File: src/inc/imre_pkg.sv
// Constants, register map and state type of the I2C master read engine.
package imre_pkg;
	// ----------------------------------------------------------------
	// Clock and timing
	// ----------------------------------------------------------------
	localparam int CLK_KHZ = 125000;
	localparam int MS_CYC = CLK_KHZ;
	localparam int BUS_WAIT_MS = 1000;
	localparam int BUS_WAIT_CYC = BUS_WAIT_MS * MS_CYC;
	// ----------------------------------------------------------------
	// Supported bit rates in kHz and quarter bit times in cycles
	// ----------------------------------------------------------------
	localparam int STD_HI_KHZ = 400;
	localparam int STD_LO_KHZ = 100;
	localparam int FAST_HI_KHZ = 3400;
	localparam int FAST_LO_KHZ = 1700;
	localparam logic [15:0] Q_STD_HI = 16'((CLK_KHZ + 4 * STD_HI_KHZ - 1) / (4 * STD_HI_KHZ));
	localparam logic [15:0] Q_STD_LO = 16'((CLK_KHZ + 4 * STD_LO_KHZ - 1) / (4 * STD_LO_KHZ));
	localparam logic [15:0] Q_FAST_HI = 16'((CLK_KHZ + 4 * FAST_HI_KHZ - 1) / (4 * FAST_HI_KHZ));
	localparam logic [15:0] Q_FAST_LO = 16'((CLK_KHZ + 4 * FAST_LO_KHZ - 1) / (4 * FAST_LO_KHZ));
	// ----------------------------------------------------------------
	// Register offsets
	// ----------------------------------------------------------------
	localparam logic [7:0] OFS_CFG = 8'h00;
	localparam logic [7:0] OFS_ADDR = 8'h04;
	localparam logic [7:0] OFS_POLL = 8'h08;
	localparam logic [7:0] OFS_RATE = 8'h0C;
	localparam logic [7:0] OFS_CTRL = 8'h10;
	localparam logic [7:0] OFS_STAT = 8'h14;
	localparam logic [7:0] OFS_DATA = 8'h18;
	// ----------------------------------------------------------------
	// Fields and reset values
	// ----------------------------------------------------------------
	localparam int CFG_A10 = 0;
	localparam int CFG_FAST = 1;
	localparam int CFG_CODE_LSB = 2;
	localparam int CTRL_GO = 0;
	localparam int CTRL_LEN_LSB = 8;
	localparam int RATE_FAST_LSB = 16;
	localparam int STAT_FLAG_LSB = 1;
	localparam int STAT_RXV = 8;
	localparam logic [2:0] CODE_RST = 3'h1;
	localparam logic [15:0] STD_RATE_RST = 16'h0064;
	localparam logic [15:0] FAST_RATE_RST = 16'h06A4;
	localparam logic [9:0] ADDR_RST = 10'h000;
	localparam logic [15:0] POLL_RST = 16'h0000;
	// Flag indices inside the status flag vector.
	localparam int F_DONE = 0;
	localparam int F_BUS = 1;
	localparam int F_ARB = 2;
	localparam int F_NACK = 3;
	localparam int F_CFG = 4;
	localparam int F_RATE = 5;
	localparam int F_WARN = 6;
	// ----------------------------------------------------------------
	// Bus byte encodings
	// ----------------------------------------------------------------
	localparam logic [4:0] HS_PREFIX = 5'h01;
	localparam logic [4:0] TEN_PREFIX = 5'h1E;
	localparam logic DIR_READ = 1'b1;
	localparam logic DIR_WRITE = 1'b0;
	typedef enum logic [3:0] {
		S_IDLE, S_FREE, S_START, S_TXBIT, S_TXACK,
		S_RXBIT, S_RXHOLD, S_RXACK, S_STOP
	} imre_state_t;
endpackage

File: src/rtl/imre_sync.sv
// Two-stage synchroniser for inputs from outside the clock domain.
module imre_sync #(
	parameter int W = 1
) (
	input wire logic sys_clk_i,
	input wire logic srst_i,
	input wire logic [W-1:0] d_i,
	output logic [W-1:0] q_o
);
	logic [W-1:0] meta_ff;
	logic [W-1:0] q_ff;

	// Reset to released (high) line levels.
	always_ff @(posedge sys_clk_i) begin
		if (srst_i) begin
			meta_ff <= '1;
			q_ff <= '1;
		end else begin
			meta_ff <= d_i;
			q_ff <= meta_ff;
		end
	end

	assign q_o = q_ff;
endmodule

File: src/rtl/imre_top.sv
// I2C master read engine with APB register access.
// Summary of operation
// - Address in 7-bit or 10-bit mode, default 7.
// - Slave address resets to zero.
// - 7-bit address byte is address plus direction.
// - Engine inserts the direction bit itself.
// - Poll timeout in ms, zero disables polling.
// - Repeat address until ack or timeout.
// - 10-bit with polling rejects the request.
// - Fast mode optional, off by default.
// - Fast bit rate defaults to 1700 kHz.
// - Unsupported rate rounds down with warning; a rate below the lowest supported rate rejects the request.
// - Three-bit entry code, default one.
// - Read exactly the requested byte count.
// - Ack every byte except the last.
// - Wait for free bus, error after 1 s.
// - Lost arbitration abandons with error.
// - Address not acked triggers polling.
// - Finish with a stop condition.
// - Standard rate 100 kHz, used for entry code.
//
// The APB interface to the registers and the placing of the registers were decided locally.
module imre_top #(
	parameter int BUS_WAIT_CYC = imre_pkg::BUS_WAIT_CYC,
	parameter int MS_CYC = imre_pkg::MS_CYC
) (
	input wire logic sys_clk_i,
	input wire logic srst_i,
	input wire logic psel_i,
	input wire logic penable_i,
	input wire logic pwrite_i,
	input wire logic [7:0] paddr_i,
	input wire logic [31:0] pwdata_i,
	output logic [31:0] prdata_o,
	output logic pready_o,
	output logic pslverr_o,
	input wire logic scl_i,
	output logic scl_o,
	output logic scl_oe_n_o,
	input wire logic sda_i,
	output logic sda_o,
	output logic sda_oe_n_o
);
	// ----------------------------------------------------------------
	// Line synchronisers
	// ----------------------------------------------------------------
	logic [1:0] lines_s;
	wire scl_s = lines_s[1];
	wire sda_s = lines_s[0];
	imre_sync #(.W(2)) u_sync (
		.sys_clk_i(sys_clk_i),
		.srst_i(srst_i),
		.d_i({scl_i, sda_i}),
		.q_o(lines_s)
	);

	// ----------------------------------------------------------------
	// Declarations
	// ----------------------------------------------------------------
	imre_pkg::imre_state_t state_ff, nxt_state;
	logic pready_ff, pslverr_ff;
	logic [31:0] prdata_ff;
	logic cfg_a10_ff, fast_on_ff;
	logic [2:0] code_ff;
	logic [9:0] addr_ff;
	logic [15:0] poll_ff, std_rate_ff, fast_rate_ff, qcnt_ff;
	logic [7:0] len_ff, left_ff, nxt_left, shift_ff, rx_data_ff, rx_cnt_ff;
	logic rx_valid_ff;
	logic [6:0] flags_ff;
	logic [1:0] phase_ff, step_ff, nxt_step;
	logic [2:0] bit_ff, nxt_bit;
	logic first_ff, nxt_first, fast_ff, nxt_fast, retry_ff, nxt_retry;
	logic [26:0] wait_cnt_ff;
	logic [16:0] ms_pre_ff;
	logic [15:0] ms_cnt_ff;
	logic scl_oe_n_ff, sda_oe_n_ff, scl_o_ff, sda_o_ff;
	logic sda_d_ff, bus_busy_ff;
	logic scl_rel, sda_rel, ev_bus, ev_arb, ev_nack, ev_done;

	// ----------------------------------------------------------------
	// APB decode
	// ----------------------------------------------------------------
	wire apb_acc = psel_i & penable_i;
	wire apb_done = apb_acc & pready_ff;
	wire apb_wr = apb_done & pwrite_i;
	wire hit_cfg = paddr_i == imre_pkg::OFS_CFG;
	wire hit_addr = paddr_i == imre_pkg::OFS_ADDR;
	wire hit_poll = paddr_i == imre_pkg::OFS_POLL;
	wire hit_rate = paddr_i == imre_pkg::OFS_RATE;
	wire hit_ctrl = paddr_i == imre_pkg::OFS_CTRL;
	wire hit_stat = paddr_i == imre_pkg::OFS_STAT;
	wire hit_data = paddr_i == imre_pkg::OFS_DATA;
	wire mapped = hit_cfg | hit_addr | hit_poll | hit_rate | hit_ctrl | hit_stat | hit_data;
	wire busy = state_ff != imre_pkg::S_IDLE;
	wire pop = apb_done & ~pwrite_i & hit_data;
	wire [31:0] rd_mux =
		hit_cfg ? {27'h0, code_ff, fast_on_ff, cfg_a10_ff} :
		hit_addr ? {22'h0, addr_ff} :
		hit_poll ? {16'h0, poll_ff} :
		hit_rate ? {fast_rate_ff, std_rate_ff} :
		hit_ctrl ? {16'h0, len_ff, 8'h00} :
		hit_stat ? {23'h0, rx_valid_ff, flags_ff, busy} :
		hit_data ? {24'h0, rx_data_ff} : 32'h0;

	// Each transfer is answered in the second access cycle.
	always_ff @(posedge sys_clk_i) begin
		if (srst_i) begin
			pready_ff <= 1'b0;
			pslverr_ff <= 1'b0;
			prdata_ff <= 32'h0;
		end else begin
			pready_ff <= apb_acc & ~pready_ff;
			pslverr_ff <= apb_acc & ~pready_ff & ~mapped;
			prdata_ff <= (apb_acc & ~pready_ff) ? rd_mux : prdata_ff;
		end
	end

	// ----------------------------------------------------------------
	// Configuration registers
	// ----------------------------------------------------------------
	always_ff @(posedge sys_clk_i) begin
		if (srst_i) begin
			cfg_a10_ff <= 1'b0;
			fast_on_ff <= 1'b0;
			code_ff <= imre_pkg::CODE_RST;
			addr_ff <= imre_pkg::ADDR_RST;
			poll_ff <= imre_pkg::POLL_RST;
			std_rate_ff <= imre_pkg::STD_RATE_RST;
			fast_rate_ff <= imre_pkg::FAST_RATE_RST;
			len_ff <= 8'h00;
		end else if (apb_wr) begin
			if (hit_cfg) begin
				cfg_a10_ff <= pwdata_i[imre_pkg::CFG_A10];
				fast_on_ff <= pwdata_i[imre_pkg::CFG_FAST];
				code_ff <= pwdata_i[imre_pkg::CFG_CODE_LSB +: 3];
			end
			if (hit_addr)
				addr_ff <= pwdata_i[9:0];
			if (hit_poll)
				poll_ff <= pwdata_i[15:0];
			if (hit_rate) begin
				std_rate_ff <= pwdata_i[15:0];
				fast_rate_ff <= pwdata_i[imre_pkg::RATE_FAST_LSB +: 16];
			end
			if (hit_ctrl && !busy)
				len_ff <= pwdata_i[imre_pkg::CTRL_LEN_LSB +: 8];
		end
	end

	// ----------------------------------------------------------------
	// Rate resolution and request checks
	// ----------------------------------------------------------------
	wire std_hi = std_rate_ff >= 16'(imre_pkg::STD_HI_KHZ);
	wire std_lo = std_rate_ff >= 16'(imre_pkg::STD_LO_KHZ);
	wire fast_hi = fast_rate_ff >= 16'(imre_pkg::FAST_HI_KHZ);
	wire fast_lo = fast_rate_ff >= 16'(imre_pkg::FAST_LO_KHZ);
	wire std_warn = std_hi ? std_rate_ff != 16'(imre_pkg::STD_HI_KHZ)
		: std_rate_ff != 16'(imre_pkg::STD_LO_KHZ);
	wire fast_warn = fast_hi ? fast_rate_ff != 16'(imre_pkg::FAST_HI_KHZ)
		: fast_rate_ff != 16'(imre_pkg::FAST_LO_KHZ);
	wire rate_err = ~std_lo | (fast_on_ff & ~fast_lo);
	wire rate_warn = std_warn | (fast_on_ff & fast_warn);
	wire cfg_err = cfg_a10_ff & (poll_ff != 16'h0000);
	wire go = apb_wr & hit_ctrl & pwdata_i[imre_pkg::CTRL_GO] & ~busy;
	wire start_ok = go & ~cfg_err & ~rate_err;
	wire [15:0] std_q = std_hi ? imre_pkg::Q_STD_HI : imre_pkg::Q_STD_LO;
	wire [15:0] fast_q = fast_hi ? imre_pkg::Q_FAST_HI : imre_pkg::Q_FAST_LO;
	wire [15:0] qtr = fast_ff ? fast_q : std_q;

	// ----------------------------------------------------------------
	// Symbol timing
	// ----------------------------------------------------------------
	wire sym_st = state_ff inside {imre_pkg::S_START, imre_pkg::S_TXBIT,
		imre_pkg::S_TXACK, imre_pkg::S_RXBIT, imre_pkg::S_RXACK, imre_pkg::S_STOP};
	wire stretch = (phase_ff == 2'h1) & scl_rel & ~scl_s;
	wire tick = sym_st & (qcnt_ff >= qtr - 16'h0001) & ~stretch;
	wire sym_end = tick & (phase_ff == 2'h3);
	wire samp = tick & (phase_ff == 2'h2);
	wire phase_mid = phase_ff[0] ^ phase_ff[1];
	wire arb_lost = samp & (state_ff == imre_pkg::S_TXBIT) & sda_rel & ~sda_s;
	wire bus_free = ~bus_busy_ff & scl_s & sda_s;
	wire poll_exp = ms_cnt_ff >= poll_ff;
	wire acked = ~shift_ff[0];
	wire ack_now = left_ff > 8'h01;
	wire store = (state_ff == imre_pkg::S_RXHOLD) & ~rx_valid_ff;
	wire [7:0] tx_byte =
		(step_ff == 2'h0) ? {imre_pkg::HS_PREFIX, code_ff} :
		(step_ff == 2'h2) ? addr_ff[7:0] :
		cfg_a10_ff ? {imre_pkg::TEN_PREFIX, addr_ff[9:8],
			(step_ff == 2'h3) ? imre_pkg::DIR_READ : imre_pkg::DIR_WRITE} :
		{addr_ff[6:0], imre_pkg::DIR_READ};

	// Line drive per symbol phase; a one releases the line.
	always_comb begin
		scl_rel = 1'b1;
		sda_rel = 1'b1;
		case (state_ff)
			imre_pkg::S_START: begin
				scl_rel = (phase_ff == 2'h0) ? first_ff : (phase_ff != 2'h3);
				sda_rel = ~phase_ff[1];
			end
			imre_pkg::S_TXBIT: begin
				scl_rel = phase_mid;
				sda_rel = tx_byte[bit_ff];
			end
			imre_pkg::S_TXACK, imre_pkg::S_RXBIT: scl_rel = phase_mid;
			imre_pkg::S_RXACK: begin
				scl_rel = phase_mid;
				sda_rel = ~ack_now;
			end
			imre_pkg::S_RXHOLD: scl_rel = 1'b0;
			imre_pkg::S_STOP: begin
				scl_rel = phase_ff != 2'h0;
				sda_rel = phase_ff[1];
			end
			default: ;
		endcase
	end

	// ----------------------------------------------------------------
	// Transaction sequencer
	// ----------------------------------------------------------------
	always_comb begin
		nxt_state = state_ff;
		nxt_step = step_ff;
		nxt_bit = bit_ff;
		nxt_left = left_ff;
		nxt_first = first_ff;
		nxt_fast = fast_ff;
		nxt_retry = retry_ff;
		ev_bus = 1'b0;
		ev_arb = 1'b0;
		ev_nack = 1'b0;
		ev_done = 1'b0;
		case (state_ff)
			imre_pkg::S_IDLE: begin
				if (start_ok)
					nxt_state = imre_pkg::S_FREE;
			end
			imre_pkg::S_FREE: begin
				if (bus_free) begin
					nxt_state = imre_pkg::S_START;
					nxt_first = 1'b1;
					nxt_step = fast_on_ff ? 2'h0 : 2'h1;
				end else if (wait_cnt_ff == 27'(BUS_WAIT_CYC - 1)) begin
					ev_bus = 1'b1;
					nxt_state = imre_pkg::S_IDLE;
				end
			end
			imre_pkg::S_START: begin
				if (sym_end) begin
					nxt_state = imre_pkg::S_TXBIT;
					nxt_bit = 3'h7;
					nxt_first = 1'b0;
				end
			end
			imre_pkg::S_TXBIT: begin
				if (arb_lost) begin
					ev_arb = 1'b1;
					nxt_fast = 1'b0;
					nxt_retry = 1'b0;
					nxt_state = imre_pkg::S_IDLE;
				end else if (sym_end) begin
					nxt_bit = bit_ff - 3'h1;
					if (bit_ff == 3'h0)
						nxt_state = imre_pkg::S_TXACK;
				end
			end
			imre_pkg::S_TXACK: begin
				if (sym_end) begin
					nxt_bit = 3'h7;
					nxt_left = len_ff;
					if (step_ff == 2'h0) begin
						nxt_fast = 1'b1;
						nxt_step = 2'h1;
						nxt_state = imre_pkg::S_START;
					end else if (!acked) begin
						if (step_ff == 2'h1 && poll_ff != 16'h0000 && !poll_exp)
							nxt_retry = 1'b1;
						else
							ev_nack = 1'b1;
						nxt_state = imre_pkg::S_STOP;
					end else if (step_ff == 2'h1 && cfg_a10_ff) begin
						nxt_step = 2'h2;
						nxt_state = imre_pkg::S_TXBIT;
					end else if (step_ff == 2'h2) begin
						nxt_step = 2'h3;
						nxt_state = imre_pkg::S_START;
					end else begin
						nxt_state = (len_ff == 8'h00) ? imre_pkg::S_STOP : imre_pkg::S_RXBIT;
					end
				end
			end
			imre_pkg::S_RXBIT: begin
				if (sym_end) begin
					nxt_bit = bit_ff - 3'h1;
					if (bit_ff == 3'h0)
						nxt_state = imre_pkg::S_RXHOLD;
				end
			end
			imre_pkg::S_RXHOLD: begin
				if (store)
					nxt_state = imre_pkg::S_RXACK;
			end
			imre_pkg::S_RXACK: begin
				if (sym_end) begin
					nxt_left = left_ff - 8'h01;
					nxt_bit = 3'h7;
					nxt_state = ack_now ? imre_pkg::S_RXBIT : imre_pkg::S_STOP;
				end
			end
			imre_pkg::S_STOP: begin
				if (sym_end) begin
					nxt_fast = 1'b0;
					nxt_retry = 1'b0;
					ev_done = ~retry_ff;
					nxt_state = retry_ff ? imre_pkg::S_FREE : imre_pkg::S_IDLE;
				end
			end
			default: nxt_state = imre_pkg::S_IDLE;
		endcase
	end

	always_ff @(posedge sys_clk_i) begin
		if (srst_i) begin
			state_ff <= imre_pkg::S_IDLE;
			step_ff <= 2'h1;
			bit_ff <= 3'h7;
			left_ff <= 8'h00;
			first_ff <= 1'b0;
			fast_ff <= 1'b0;
			retry_ff <= 1'b0;
		end else begin
			state_ff <= nxt_state;
			step_ff <= nxt_step;
			bit_ff <= nxt_bit;
			left_ff <= nxt_left;
			first_ff <= nxt_first;
			fast_ff <= nxt_fast;
			retry_ff <= nxt_retry;
		end
	end

	// ----------------------------------------------------------------
	// Counters, sampling and line outputs
	// ----------------------------------------------------------------
	always_ff @(posedge sys_clk_i) begin
		if (srst_i) begin
			qcnt_ff <= 16'h0000;
			phase_ff <= 2'h0;
			wait_cnt_ff <= 27'h0;
			ms_pre_ff <= 17'h0;
			ms_cnt_ff <= 16'h0000;
		end else begin
			qcnt_ff <= (tick || !sym_st || stretch) ? 16'h0000 : qcnt_ff + 16'h0001;
			phase_ff <= !sym_st ? 2'h0 : phase_ff + {1'b0, tick};
			wait_cnt_ff <= (state_ff == imre_pkg::S_FREE) ? wait_cnt_ff + 27'h1 : 27'h0;
			ms_pre_ff <= (!busy || ms_pre_ff == 17'(MS_CYC - 1)) ? 17'h0 : ms_pre_ff + 17'h1;
			if (!busy)
				ms_cnt_ff <= 16'h0000;
			else if (ms_pre_ff == 17'(MS_CYC - 1) && ms_cnt_ff != 16'hFFFF)
				ms_cnt_ff <= ms_cnt_ff + 16'h0001;
		end
	end

	always_ff @(posedge sys_clk_i) begin
		if (srst_i) begin
			shift_ff <= 8'h00;
			sda_d_ff <= 1'b1;
			bus_busy_ff <= 1'b0;
			scl_oe_n_ff <= 1'b1;
			sda_oe_n_ff <= 1'b1;
			scl_o_ff <= 1'b0;
			sda_o_ff <= 1'b0;
		end else begin
			if (samp)
				shift_ff <= {shift_ff[6:0], sda_s};
			sda_d_ff <= sda_s;
			if (scl_s && sda_d_ff && !sda_s)
				bus_busy_ff <= 1'b1;
			else if (scl_s && !sda_d_ff && sda_s)
				bus_busy_ff <= 1'b0;
			scl_oe_n_ff <= scl_rel;
			sda_oe_n_ff <= sda_rel;
			scl_o_ff <= 1'b0;
			sda_o_ff <= 1'b0;
		end
	end

	// ----------------------------------------------------------------
	// Received data and status flags
	// ----------------------------------------------------------------
	wire [6:0] ev_flags = {go & rate_warn & ~cfg_err & ~rate_err, go & rate_err,
		go & cfg_err, ev_nack, ev_arb, ev_bus, ev_done};

	// A new event wins over the clear that a new request brings.
	always_ff @(posedge sys_clk_i) begin
		if (srst_i) begin
			flags_ff <= 7'h00;
			rx_valid_ff <= 1'b0;
			rx_data_ff <= 8'h00;
			rx_cnt_ff <= 8'h00;
		end else begin
			flags_ff <= (flags_ff & {7{~go}}) | ev_flags;
			rx_valid_ff <= store | (rx_valid_ff & ~pop);
			rx_data_ff <= store ? shift_ff : rx_data_ff;
			rx_cnt_ff <= go ? 8'h00 : rx_cnt_ff + {7'h0, store};
		end
	end

	assign prdata_o = prdata_ff;
	assign pready_o = pready_ff;
	assign pslverr_o = pslverr_ff;
	assign scl_o = scl_o_ff;
	assign sda_o = sda_o_ff;
	assign scl_oe_n_o = scl_oe_n_ff;
	assign sda_oe_n_o = sda_oe_n_ff;
endmodule

File: config.mk
export PLATFORM = sky130hd
export DESIGN_NAME = imre_top
export DESIGN_NICKNAME = d
export VERILOG_FILES = /design/src/inc/imre_pkg.sv /design/src/rtl/imre_sync.sv /design/src/rtl/imre_top.sv
export SDC_FILE = /design/constraint.sdc
export NUM_CORES = 1
export LEC_CHECK = 0
export BUFFER_PORTS_ARGS = -buffer_cell sky130_fd_sc_hd__buf_2
export CAP_MARGIN = 20
export CORE_ASPECT_RATIO = 0.8
export CORE_MARGIN = 5
export CORE_UTILIZATION = 57
export DETAILED_ROUTE_END_ITERATION = 6
export GPL_ROUTABILITY_DRIVEN = 0
export GPL_TIMING_DRIVEN = 0
export PLACE_DENSITY = 0.76
export SLEW_MARGIN = 25
export SYNTH_ARGS = -nofsm -noshare
export SYNTH_HDL_FRONTEND = slang
export SYNTH_SLANG_ARGS = --single-unit
File: constraint.sdc
create_clock -name sys_clk_i -period 5.1 [get_ports sys_clk_i]
set_clock_uncertainty 0.15 [all_clocks]
set_input_delay 0 -clock sys_clk_i [delete_from_list [all_inputs] [get_ports sys_clk_i]]
set_output_delay 0 -clock sys_clk_i [all_outputs]
set_load 0.02 [all_outputs]
# Yosys cells after proc, flatten, opt, wreduce, memory -nomap -nowiden
# Cells that the tools add are included.
dict set report word_totals {
  register_bits 235
  inputBits 47
  out_inout_bits 38
  elab_cells 298
}
dict set report op_classes {
  n_addsub 8
  n_lt_le_gt_ge 8
  n_eq_ne 49
  mux 83
  bitwise_logic 65
  n_reduce_logical 52
}
# cell n
set op_table {}
lappend op_table {{two-way mux 32 bit} 4}
lappend op_table {{two-way mux 4 bit} 19}
lappend op_table {{two-way mux 8 bit} 6}
lappend op_table {{case mux 4 bit (9 select lines)} 1}
lappend op_table {{bitwise AND 1 bit} 33}
lappend op_table {{adder 16 x 1 -> 16 bit, second input constant} 2}
lappend op_table {{>= comparator 16 bit} 2}
lappend op_table {{two-way mux 1 bit} 30}
lappend op_table {{adder 27 x 1 -> 27 bit, second input constant} 1}
lappend op_table {{equality test 27 bit, second input constant} 1}
lappend op_table {{two-way mux 9 bit} 3}
lappend op_table {{inequality test 2 bit, second input constant} 13}
lappend op_table {{equality test 8 x 5 -> 1 bit, second input constant} 3}
lappend op_table {{NOT 1 bit} 20}
lappend op_table {{adder 17 x 1 -> 17 bit, second input constant} 1}
lappend op_table {{equality test 17 bit, second input constant} 1}
lappend op_table {{equality test 4 x 3 -> 1 bit, second input constant} 4}
lappend op_table {{equality test 8 x 4 -> 1 bit, second input constant} 2}
lappend op_table {{>= comparator 16 x 11 -> 1 bit, second input constant} 1}
lappend op_table {{>= comparator 16 x 12 -> 1 bit, second input constant} 1}
lappend op_table {{>= comparator 16 x 7 -> 1 bit, second input constant} 1}
lappend op_table {{>= comparator 16 x 9 -> 1 bit, second input constant} 1}
lappend op_table {{logical NOT 8 bit} 2}
lappend op_table {{two-way mux 16 bit} 1}
lappend op_table {{other kinds (54)} 112}

# Depth between registers and ports, before layout
# Gate-level depths: netlist of run 1.
dict set report logic_depth {
  word_depth 14
  ltp_mapped 16
  depth_no_buf 15
}

# By module
# A second synthesis of run 1 with hierarchy kept.
dict set report unflattened {
  hier_cells 1360
  hier_area_um2 11247.0
}
# module instances cells_each area_per_inst_um2
set by_module_without_submodules {}
lappend by_module_without_submodules {imre_top 1 1352 11141.9}
lappend by_module_without_submodules {imre_sync 1 8 105.1}

# Least setup slack after synthesis of run 1
# OpenSTA, ideal clock, no wires.
dict set report synth_path {
  path_kind {register to register}
  from {register fast_rate_ff[15]}
  to {register state_ff[1]}
  t_arrival_ps 3060
  required_ps 4822
  slack_ps 1762
  path_stages_with_launch 16
  path_buffers 1
  path_cell_list {dfxtp_1 -> nor4_1 -> nand4_1 -> nand3b_1 -> o2111ai_1 -> and2_1 -> nand2b_1 -> ha_1 -> nand4_1 -> o311a_1 -> a211oi_2 -> buf_4 -> a31oi_1 -> o22ai_4 -> mux2i_1 -> nor2_1}
}
dict set report synth_via {
  elab_chain_len 13
  word_cells_on_any_way 29
  classes_between {add/sub: 1; order compare: 3; eq/ne: 8; mux: 4; bitwise: 12; reduce/logical: 1}
}
# item line
set synth_rtl {}
lappend synth_rtl {{from (decl)} imre_top.sv:66} ;# logic [15:0] poll_ff, std_rate_ff, fast_rate_ff, qcnt_ff;
lappend synth_rtl {{from (signal assigned)} imre_top.sv:129} ;# fast_rate_ff <= imre_pkg::FAST_RATE_RST;
lappend synth_rtl {{from (signal assigned)} imre_top.sv:143} ;# fast_rate_ff <= pwdata_i[imre_pkg::RATE_FAST_LSB +: 16];
lappend synth_rtl {{>= comparator 16 x 12 -> 1 bit} imre_top.sv:155} ;# wire fast_hi = fast_rate_ff >= 16'(imre_pkg::FAST_HI_KHZ);
lappend synth_rtl {{two-way mux 5 bit} imre_top.sv:167} ;# wire [15:0] fast_q = fast_hi ? imre_pkg::Q_FAST_HI : imre_pkg::Q_FAST_LO;
lappend synth_rtl {{two-way mux 9 bit} imre_top.sv:168} ;# wire [15:0] qtr = fast_ff ? fast_q : std_q;
lappend synth_rtl {{subtractor 9 x 1 -> 10 bit} imre_top.sv:176} ;# wire tick = sym_st & (qcnt_ff >= qtr - 16'h0001) & ~stretch;
lappend synth_rtl {{>= comparator 16 bit} imre_top.sv:176}
lappend synth_rtl {{bitwise AND 1 bit (2 in series)} imre_top.sv:176}
lappend synth_rtl {{bitwise AND 1 bit} imre_top.sv:178} ;# wire samp = tick & (phase_ff == 2'h2);
lappend synth_rtl {{bitwise AND 1 bit (3 in series)} imre_top.sv:180} ;# wire arb_lost = samp & (state_ff == imre_pkg::S_TXBIT) & sda_rel & ~sda_s;
lappend synth_rtl {{inequality test 3 x 2 -> 1 bit (no source line), or another cell as far along} n/a}
lappend synth_rtl {{AND reduction 11 bit (no source line) / case mux 4 bit (9 select lines) (equally long branches)} n/a}
lappend synth_rtl {{to (signal assigned)} imre_top.sv:326} ;# state_ff <= imre_pkg::S_IDLE;
lappend synth_rtl {{to (signal assigned)} imre_top.sv:334} ;# state_ff <= nxt_state;
lappend synth_rtl {{to (decl)} imre_top.sv:60} ;# imre_pkg::imre_state_t state_ff, nxt_state;
# Several ways; a longest one is shown, not always the timed one.
# A chain may end at the register's enable or synchronous reset.

# Final worst setup path of run 1
dict set report layout_path {
  from {register fast_rate_ff[15]}
  to {register bit_ff[1]}
}
dict set report layout_via {
  elab_chain_len 13
  word_cells_on_any_way 18
  classes_between {add/sub: 1; order compare: 2; eq/ne: 2; mux: 5; bitwise: 7; reduce/logical: 1}
}
# item line
set layout_rtl {}
lappend layout_rtl {{>= comparator 16 x 12 -> 1 bit *} imre_top.sv:155}
lappend layout_rtl {{two-way mux 5 bit *} imre_top.sv:167}
lappend layout_rtl {{two-way mux 9 bit *} imre_top.sv:168}
lappend layout_rtl {{subtractor 9 x 1 -> 10 bit *} imre_top.sv:176}
lappend layout_rtl {{>= comparator 16 bit *} imre_top.sv:176}
lappend layout_rtl {{bitwise AND 1 bit * (2 in series)} imre_top.sv:176}
lappend layout_rtl {{bitwise AND 1 bit} imre_top.sv:178}
lappend layout_rtl {{bitwise AND 1 bit (3 in series)} imre_top.sv:180}
lappend layout_rtl {{inequality test 2 bit (no source line)} n/a}
lappend layout_rtl {{AND reduction 3 bit (no source line)} n/a}
lappend layout_rtl {{to (signal assigned)} imre_top.sv:336} ;# bit_ff <= nxt_bit;
lappend layout_rtl {{to (decl)} imre_top.sv:71} ;# logic [2:0] bit_ff, nxt_bit;
# Mark *: on every way between the ends. The rest lies on a longest branch, timed or not. The select of a mux whose other input is x is not followed.

==> metrics, run 1 <==
outcome=finished, violations left; failing checks=DRC; CTS tree=yes; antenna violations before repair=0; final wirelength=32600 um; global-route wire length before repair=51900 um; die extent in x=168 um; most used cells in the layout excluding fill and tap cells=dfxtp_1, nor2_1, nand2_1; share of cells above drive strength 1=0.115; count of routing violations after the opening detailed-route iteration=1065; sequential share of the synthesized area=0.413; RSZ-0062 raised after global routing=no; Finish-stage setup viols=0; detail-routed via count per cell=5.92; max frequency=244 MHz; Mapped Area=11400 um2; required time of the worst setup path=5.34 ns; post-synthesis average cell area=8.30 um2; clock transition at the register clock pins on the worst setup and hold paths after CTS=0.06 ns; H-tree levels=1; Total Die Area=22900 um2; flip-flop cell with the highest count after synthesis=dfxtp_1; actual slew at the worst max-slew pin=1.13 ns; top-level I/O count=85; pwr dens=334 nW/um2; Wirelength per Cell=18.0 um; share of flip-flops with an asynchronous set or reset=0; fin crit period=4.10 ns; routed wire length on met2=13900 um; count of flip-flops with a built-in enable after synthesis=0; Post-layout nets=1620; Max-Cap Viols=0; DP Area=12200 um2; number of I/O port buffers=81; drt first pass iters=7; data arrival time at the worst-slack endpoint=4.34 ns; wire length on met3=3550 um; initial cell density of the core=0.577; Final Hold Slack=0.0536 ns; type of the worst setup path=register to register; count of nets left with antenna violations after detail routing=0; hold crit path type=input pin to register; clock latency of the later-clocked register in the worst-skew pair=0.52 ns; number of setup buffers added after CTS=0; cell chosen for the clock root=clkbuf_16; Static Leakage=4.94 nW; global router's overall resource usage=0.278; Cell variety after synth=79; vertical die dimension=136 um; type of element capturing the critical path=register; sum of overflow across all layers after global routing=0; number of buffers created by CTS=24; Peak supply drop=254 uV; accumulated negative setup slack=0 ns; layout overhead on the synthesized area=18.7%; number of global-route vias before repair=10000; Core Box Area=19700 um2; DRC viols=2; uppermost layer routed=met4; most common library cell in the layout ignoring fill and taps=dfxtp_1; Synthesis Warnings=0; number of pins exceeding their max-slew limit in the final report=0; worst-case register-to-register setup slack=1.0 ns; flop and latch count out of synthesis=235; half-perimeter wire length after detailed placement=23500 um; Site Rows=46; peak fanout along the critical path=10; kind of start point of the critical path=register; Sinks on Clock Net=235; final hold violations=0; cell count after synthesis=1372; wire length on met1=14000 um; pin count of the biggest net entering global routing=15; worst max-slew margin expressed relative to the limit=0.243; Non-Filler Cell Area, Final=13500 um2; total number of vias=10800; crit share post-route=0.804; number of buffers on the longest clock path=3
-- synth_stat cells (6+ instances only) --
cell	number	area, um2
dfxtp_1	235	4700
nor2_1	194	728
nand2_1	174	653
a21oi_1	96	480
nand3_1	69	345
mux2i_1	47	470
clkbuf_1	44	165
inv_1	42	158
ha_1	39	488
o21ai_0	38	190
xor2_1	36	315
nor3_1	31	155
xnor2_1	23	201
a22oi_1	20	150
nand4_1	17	106
nand3b_1	16	120
nor4_1	16	100
or3_1	16	100
nand2b_1	15	93.8
and3_1	13	81.3
buf_2	13	65.1
nor2b_1	12	75.1
or2_2	12	75.1
a211oi_1	11	82.6
a221oi_1	9	78.8
buf_4	9	67.6
and2_1	8	50.1
a21o_1	7	52.6
nor4b_1	7	61.3
o21ai_1	7	35.0
o211ai_1	6	45.0
-- flip-flops by register name (all words and copies together) (netlist names), 3 cells and up, named ones only --
register      count
prdata_o         32
wait_cnt_ff      27
ms_pre_ff        17
fast_rate_ff     16
ms_cnt_ff        16
poll_ff          16
qcnt_ff          16
std_rate_ff      16
addr_ff          10
left_ff           8
len_ff            8
rx_data_ff        8
shift_ff          8
flags_ff          5
state_ff          4
bit_ff            3
code_ff           3
-- critical path: stages, from the launching register on --
cell and delay [ns]:
dfxtp_1 0.32, nor4_1 0.67, nand4_1 0.21, nand3b_1 0.23, o2111ai_1 0.17, and2_1 0.18, nand2b_1 0.11, ha_1 0.14
nand4_1 0.07, o311a_1 0.41, a2111oi_4 0.44, buf_2 0.30, o211ai_2 0.15, nor4bb_1 0.34, a21oi_1 0.07
-- stage by stage --
step	instances	util	worst slack (ns)	total power, mW
floorplan	1379	-	1.76	2.39
global placement	1724	0.615	1.06	2.56
detailed placement	1724	0.616	1.04	2.57
CTS	1816	0.684	1.03	4.52
global route	1816	0.684	0.746	4.68
finish	1818	0.684	0.999	4.51
-- power by group --
part / switching (mW) / internal [mW]
clock: 0.750 / 1.19
sequential: 0.0286 / 1.88
combinational: 0.428 / 0.236
-- timing repair --
action | 4_1_cts | 5_1_grt
hold buffers | 48 | 0
resized for setup | 0 | 0
endpoints found under the hold margin | 87 | 0
-- cell type report --
type	count	area, um2
inverters	43	161
multi-input cells	1031	6240
diodes	2	5.00
repair buffers	129	886
clock buffers	30	674
well taps	264	330
flip-flops and latches	235	4700
plain buffers	70	313
clock inverters	14	200
fillers	1581	6230
-- layer usage --
layer / vias up / global-route usage
met1: 4966 / 0.377
met4: 0 / 0.0973
met5: - / 0
met2: 567 / 0.437
met3: 107 / 0.0651
li1: 5121 / -
-- final timing paths --
path / startpoint / to / cells after the start
worst min-delay path: scl_i / u_sync.meta_ff[1] / 3
worst max-delay path: fast_rate_ff[15] / bit_ff[1] / 14
worst min register to register: u_sync.meta_ff[1] / u_sync.q_o[1] / 1
worst max register to register: fast_rate_ff[15] / bit_ff[1] / 14
-- kinds of logic after synthesis --
family                     Yosys count  share of synthesized area
AOI/OAI and AO/OA                  246                      0.144
adders and majority gates           39                     0.0429
buffers and inverters              113                     0.0417
other                                2                   0.000660
and+or+nand+nor                    628                      0.267
xor gates and xnor gates            59                     0.0454
DFF                                235                      0.413
muxes                               50                     0.0453
(Power assumes the default switching activity.)
==> run 2, diff against run 1 <==
clock period = 4.05 ns   (was 5.1 ns; I/O delays follow)
==> metrics, run 2 (same netlist as run 1, synthesis figures left out) <==
Wirelength per Cell=17.9 um (-0.30%); antenna violations before repair=0 (unchanged); Peak supply drop=320 uV (+26%); number of pins exceeding their max-slew limit in the final report=0 (unchanged); Final Hold Slack=0.0527 ns (-0.000988 ns); most used cells in the layout excluding fill and tap cells=dfxtp_1, nor2_1, nand2_1; data arrival time at the worst-slack endpoint=4.02 ns (-0.32 ns); top-level I/O count=85 (unchanged); number of setup buffers added after CTS=0 (unchanged); outcome=finished, violations left; worst reg2reg path startpoint=fast_rate_ff[12]; total area of multi-input combinational cells=6260 um2 (+0.34%); type of the worst setup path=register to register; Finish-stage setup viols=0 (unchanged); crit share post-route=0.932 (+0.128); worst max-slew margin expressed relative to the limit=0.245 (+0.00222); kind of start point of the critical path=register; count of nets left with antenna violations after detail routing=0 (unchanged); placed cell count=1724 (unchanged); count of routing violations after the opening detailed-route iteration=1071 (+0.56%); pin count of the biggest net entering global routing=15 (unchanged); clock transition at the register clock pins on the worst setup and hold paths after CTS=0.06 ns (about the same); max frequency=265 MHz (+8.6%); detail-routed via count per cell=5.89 (-0.46%); Post-Layout Cell Count=1818 (unchanged); sum of overflow across all layers after global routing=0 (unchanged); actual slew at the worst max-slew pin=1.12 ns (-0.00330 ns); Filler Cell Count=1573 (-0.51%); RSZ-0062 raised after global routing=no; final hold violations=0 (unchanged); number of buffers created by CTS=24 (unchanged); Critical path origin=fast_rate_ff[12]; failing checks=DRC; Sequential Area=4700 um2 (unchanged); CTS tree=yes; cell chosen for the clock root=clkbuf_16; Sinks on Clock Net=235 (unchanged); Total Die Area=22900 um2 (unchanged); fin crit period=3.78 ns (-0.326 ns); number of flip-flops under the largest register name=32 (unchanged); Post-layout nets=1620 (unchanged); global router's overall resource usage=0.278 (unchanged); pwr dens=420 nW/um2 (+26%); DRC viols=10 (+8); number of global-route vias before repair=10000 (unchanged); number of I/O port buffers=81 (unchanged); clock latency of the later-clocked register in the worst-skew pair=0.52 ns (about the same); type of element capturing the critical path=register; Non-Filler Cell Area, Final=13500 um2 (+0.16%); Core Box Area=19700 um2 (unchanged); global-route wire length before repair=51900 um (unchanged); drt first pass iters=7 (unchanged); total number of vias=10700 (-0.46%); die extent in x=168 um (unchanged); hold crit path type=input pin to register; layout overhead on the synthesized area=18.9%; Static Leakage=4.95 nW (+0.18%); DP Area=12200 um2 (unchanged); required time of the worst setup path=4.29 ns (-1.05 ns); initial cell density of the core=0.577 (unchanged); Max-Cap Viols=0 (unchanged); final wirelength=32500 um (-0.30%); accumulated negative setup slack=0 ns (unchanged); peak fanout along the critical path=10 (unchanged); number of buffers on the longest clock path=3 (unchanged); most common library cell in the layout ignoring fill and taps=dfxtp_1; start point of the worst hold path=scl_i; share of cells above drive strength 1=0.117 (+0.00129); half-perimeter wire length after detailed placement=23500 um (unchanged); Site Rows=46 (unchanged); vertical die dimension=136 um (unchanged); H-tree levels=1 (unchanged)
## run 2: cell count changes in the layout (fill, tap and decap cells not counted)
cell      before  now
nor4_1        15   13
nor4_2         2    3
nor4_4         0    1
o311ai_0       2    1
o311ai_1       0    1
## run 2: metrics by stage
step / utilization / setup WS [ns] / power, mW
2_1_floorplan: - / 0.712 / 3.01
3_3_place_gp: 0.615 / 0.0115 / 3.22
3_5_place_dp: 0.616 / -0.0102 / 3.24
4_1_cts: 0.685 / 0.162 / 5.70
5_1_grt: 0.685 / 0.0535 / 5.90
6_report: 0.686 / 0.275 / 5.68
## run 2: final cells by class
type / instances / share of cell area
Inverter: 43 / 0.0119
Clock inverter: 14 / 0.0148
Sequential cell: 235 / 0.348
Multi-Input combinational cell: 1031 / 0.463
Tap cell: 264 / 0.0244
Timing Repair Buffer: 129 / 0.0655
Buffer: 70 / 0.0231
Antenna cell: 2 / 0.000370
Clock buffer: 30 / 0.0498
## run 2: layer usage
metal | up-vias | global-route usage | part of all wire
met1 | 4951 | 0.377 | 0.43
met4 | 0 | 0.0973 | 0.035
met2 | 533 | 0.437 | 0.43
met5 | - | 0 | 0
met3 | 105 | 0.0651 | 0.11
li1 | 5122 | - | -
## run 2: final timing paths
path                       end  slack, ns  cells past startpoint
max reg2reg          bit_ff[1]       0.27                     14
min          u_sync.meta_ff[1]       0.05                      3
min reg2reg      u_sync.q_o[1]       0.25                      1
max                  bit_ff[1]       0.27                     14
## run 2: power by group
group / internal (mW) / total (mW) / switching [mW]
clock: 1.50 / 2.45 / 0.946
sequential: 2.36 / 2.40 / 0.0361
combinational: 0.298 / 0.838 / 0.540
## run 2: repair_timing
item | CTS | global route
hold endpoints to repair | 87 | 0
resized for setup | 1 | 3
hold buffers | 48 | 0
setup endpoints to repair | 1 | 6
## run 2: worst max-delay path: stages (launching register included)
cell	delay [ns]
dfxtp_1	0.35
nor4_4	0.38
nand4_1	0.17
nand3b_1	0.21
o2111ai_1	0.16
and2_1	0.18
nand2b_1	0.11
ha_1	0.14
nand4_1	0.07
o311a_1	0.40
a2111oi_4	0.45
buf_2	0.31
o211ai_2	0.15
nor4bb_1	0.34
a21oi_1	0.07
==> run 3, diff against run 2 <==
CORE_UTILIZATION = 47   (was 57)
PLACE_DENSITY = not set   (was 0.76)
==> metrics, run 3 (same netlist as run 1, synthesis figures left out) <==
max frequency=261 MHz (-1.5%); number of buffers created by CTS=25 (+4.2%); outcome=finished, final reports clean; Core Box Area=24100 um2 (+22%); top-level I/O count=85 (unchanged); sum of overflow across all layers after global routing=0 (unchanged); layout overhead on the synthesized area=19.2%; clock transition at the register clock pins on the worst setup and hold paths after CTS=0.06 ns (about the same); most used cells in the layout excluding fill and tap cells=dfxtp_1, nor2_1, nand2_1; number of I/O port buffers=81 (unchanged); antenna violations before repair=0 (unchanged); Max-Cap Viols=0 (unchanged); half-perimeter wire length after detailed placement=24800 um (+5.4%); total number of vias=10300 (-3.6%); drt first pass iters=6 (-1); data arrival time at the worst-slack endpoint=4.06 ns (+0.04 ns); post-route worst setup slack=0.216 ns (-0.0583 ns); clock latency of the later-clocked register in the worst-skew pair=0.52 ns (about the same); cell type of the slowest stage on the worst timing path=o311a_1; accumulated negative setup slack=0 ns (unchanged); RSZ-0062 raised after global routing=no; global router's overall resource usage=0.240 (-0.0382); hold crit path type=input pin to register; Final Hold Slack=0.0585 ns (+0.00581 ns); Site Rows=51 (+11%); final hold violations=0 (unchanged); Sinks on Clock Net=235 (unchanged); actual slew at the worst max-slew pin=0.939 ns (-0.185 ns); number of buffers on the longest clock path=3 (unchanged); H-tree levels=1 (unchanged); most common library cell in the layout ignoring fill and taps=dfxtp_1; CTS tree=yes; crit share post-route=0.947 (+0.0144); Static Leakage=4.93 nW (-0.55%); type of the worst setup path=register to register; dominant cell type by count on the critical path=nand4_1; worst max-slew margin expressed relative to the limit=0.365 (+0.120); kind of start point of the critical path=register; count of routing violations after the opening detailed-route iteration=826 (-23%); fin crit period=3.83 ns (+0.0583 ns); global-route wire length before repair=52800 um (+1.7%); number of pins exceeding their max-slew limit in the final report=0 (unchanged); DRC viols=0 (-10); required time of the worst setup path=4.27 ns (-0.02 ns); share of cells above drive strength 1=0.115 (-0.00136); peak fanout along the critical path=10 (unchanged); pwr dens=410 nW/um2 (-2.4%); ANT cells=0 (-2); number of flip-flops under the largest register name=32 (unchanged); vertical die dimension=149 um (+9.4%); Post-layout nets=1622 (+0.12%); Max stage delay on crit path=0.43 ns (-0.02 ns); Setup Slack @ Placement=-0.217 ns (-0.207 ns); initial cell density of the core=0.472 (-0.105); die extent in x=184 um (+9.5%); Peak supply drop=277 uV (-13%); type of element capturing the critical path=register; cell chosen for the clock root=clkbuf_16; final wirelength=33400 um (+2.6%); detail-routed via count per cell=5.52 (-6.3%); Wirelength per Cell=17.8 um (-0.32%); number of global-route vias before repair=9662 (-3.8%); pin count of the biggest net entering global routing=15 (unchanged); CP Cell Sequence=nor4_4 -> nand4_1 -> nand3b_1 -> o2111ai_1 -> and2_1 -> nand2b_1 -> ha_1 -> nand4_1 -> o311a_1 -> a211oi_4 -> buf_4 -> a31oi_1 -> o22ai_4 -> mux2i_1 -> nor2_1; Finish-stage setup viols=0 (unchanged); count of nets left with antenna violations after detail routing=0 (unchanged); Total Die Area=27500 um2 (+20%)
[run 3: path summary, 6_finish.rpt]
path,start,to,slack (ns),depth (start not counted)
hold / removal,scl_i,u_sync.meta_ff[1],0.06,3
setup / recovery,fast_rate_ff[15],state_ff[1],0.22,15
setup reg to reg,fast_rate_ff[15],state_ff[1],0.22,15
hold reg to reg,u_sync.meta_ff[1],u_sync.q_o[1],0.26,1
[run 3: worst max-delay path: cells and delay by family (launching register included)]
family | cells | cell delay, ns
AO/OA/AOI/OAI | 5 | 1.34
adder cells (fa/ha/maj) | 1 | 0.14
buffers and inverters | 1 | 0.28
flip-flops | 1 | 0.34
multiplexers | 1 | 0.21
AND/OR/NAND/NOR | 7 | 1.23
[run 3: metrics by stage]
step	power, mW	util	std cells	cell area [um2]
floorplan	3.01	-	1379	11400
global placement	3.25	0.506	1778	12200
detailed placement	3.26	0.507	1778	12200
CTS	5.60	0.561	1870	13500
global route	5.80	0.562	1871	13600
finish	5.56	0.562	1871	13600
[run 3: layout make-up]
cell class              instances  area, um2
plain buffers                  70        315
repair buffers                130        893
multi-input cells            1031       6270
well taps                     318        398
clock buffers                  36        727
inverters                      43        161
flip-flops and latches        235       4700
clock inverters                 8        100
fillers                      2274      10600
[run 3: timing repair]
| item | in CTS | in global routing |
|---|---|---|
| setup endpoints to repair | 19 | 18 |
| buffers inserted | 0 | 1 |
| pin swaps | 0 | 1 |
| resized for setup | 1 | 5 |
| hold buffers | 48 | 0 |
| hold endpoints to repair | 87 | 0 |
[run 3: metal layers]
layer  up-vias  routed length, um  global-route usage
met4         0                959              0.0621
met5         -                  0                   0
met3        66               2970              0.0475
li1       5134                  -                   -
met1      4735              15500               0.348
met2       395              14000               0.365
[run 3: power by group]
group	internal (mW)	switching [mW]
clock	1.37	0.943
sequential	2.36	0.0361
combinational	0.297	0.550
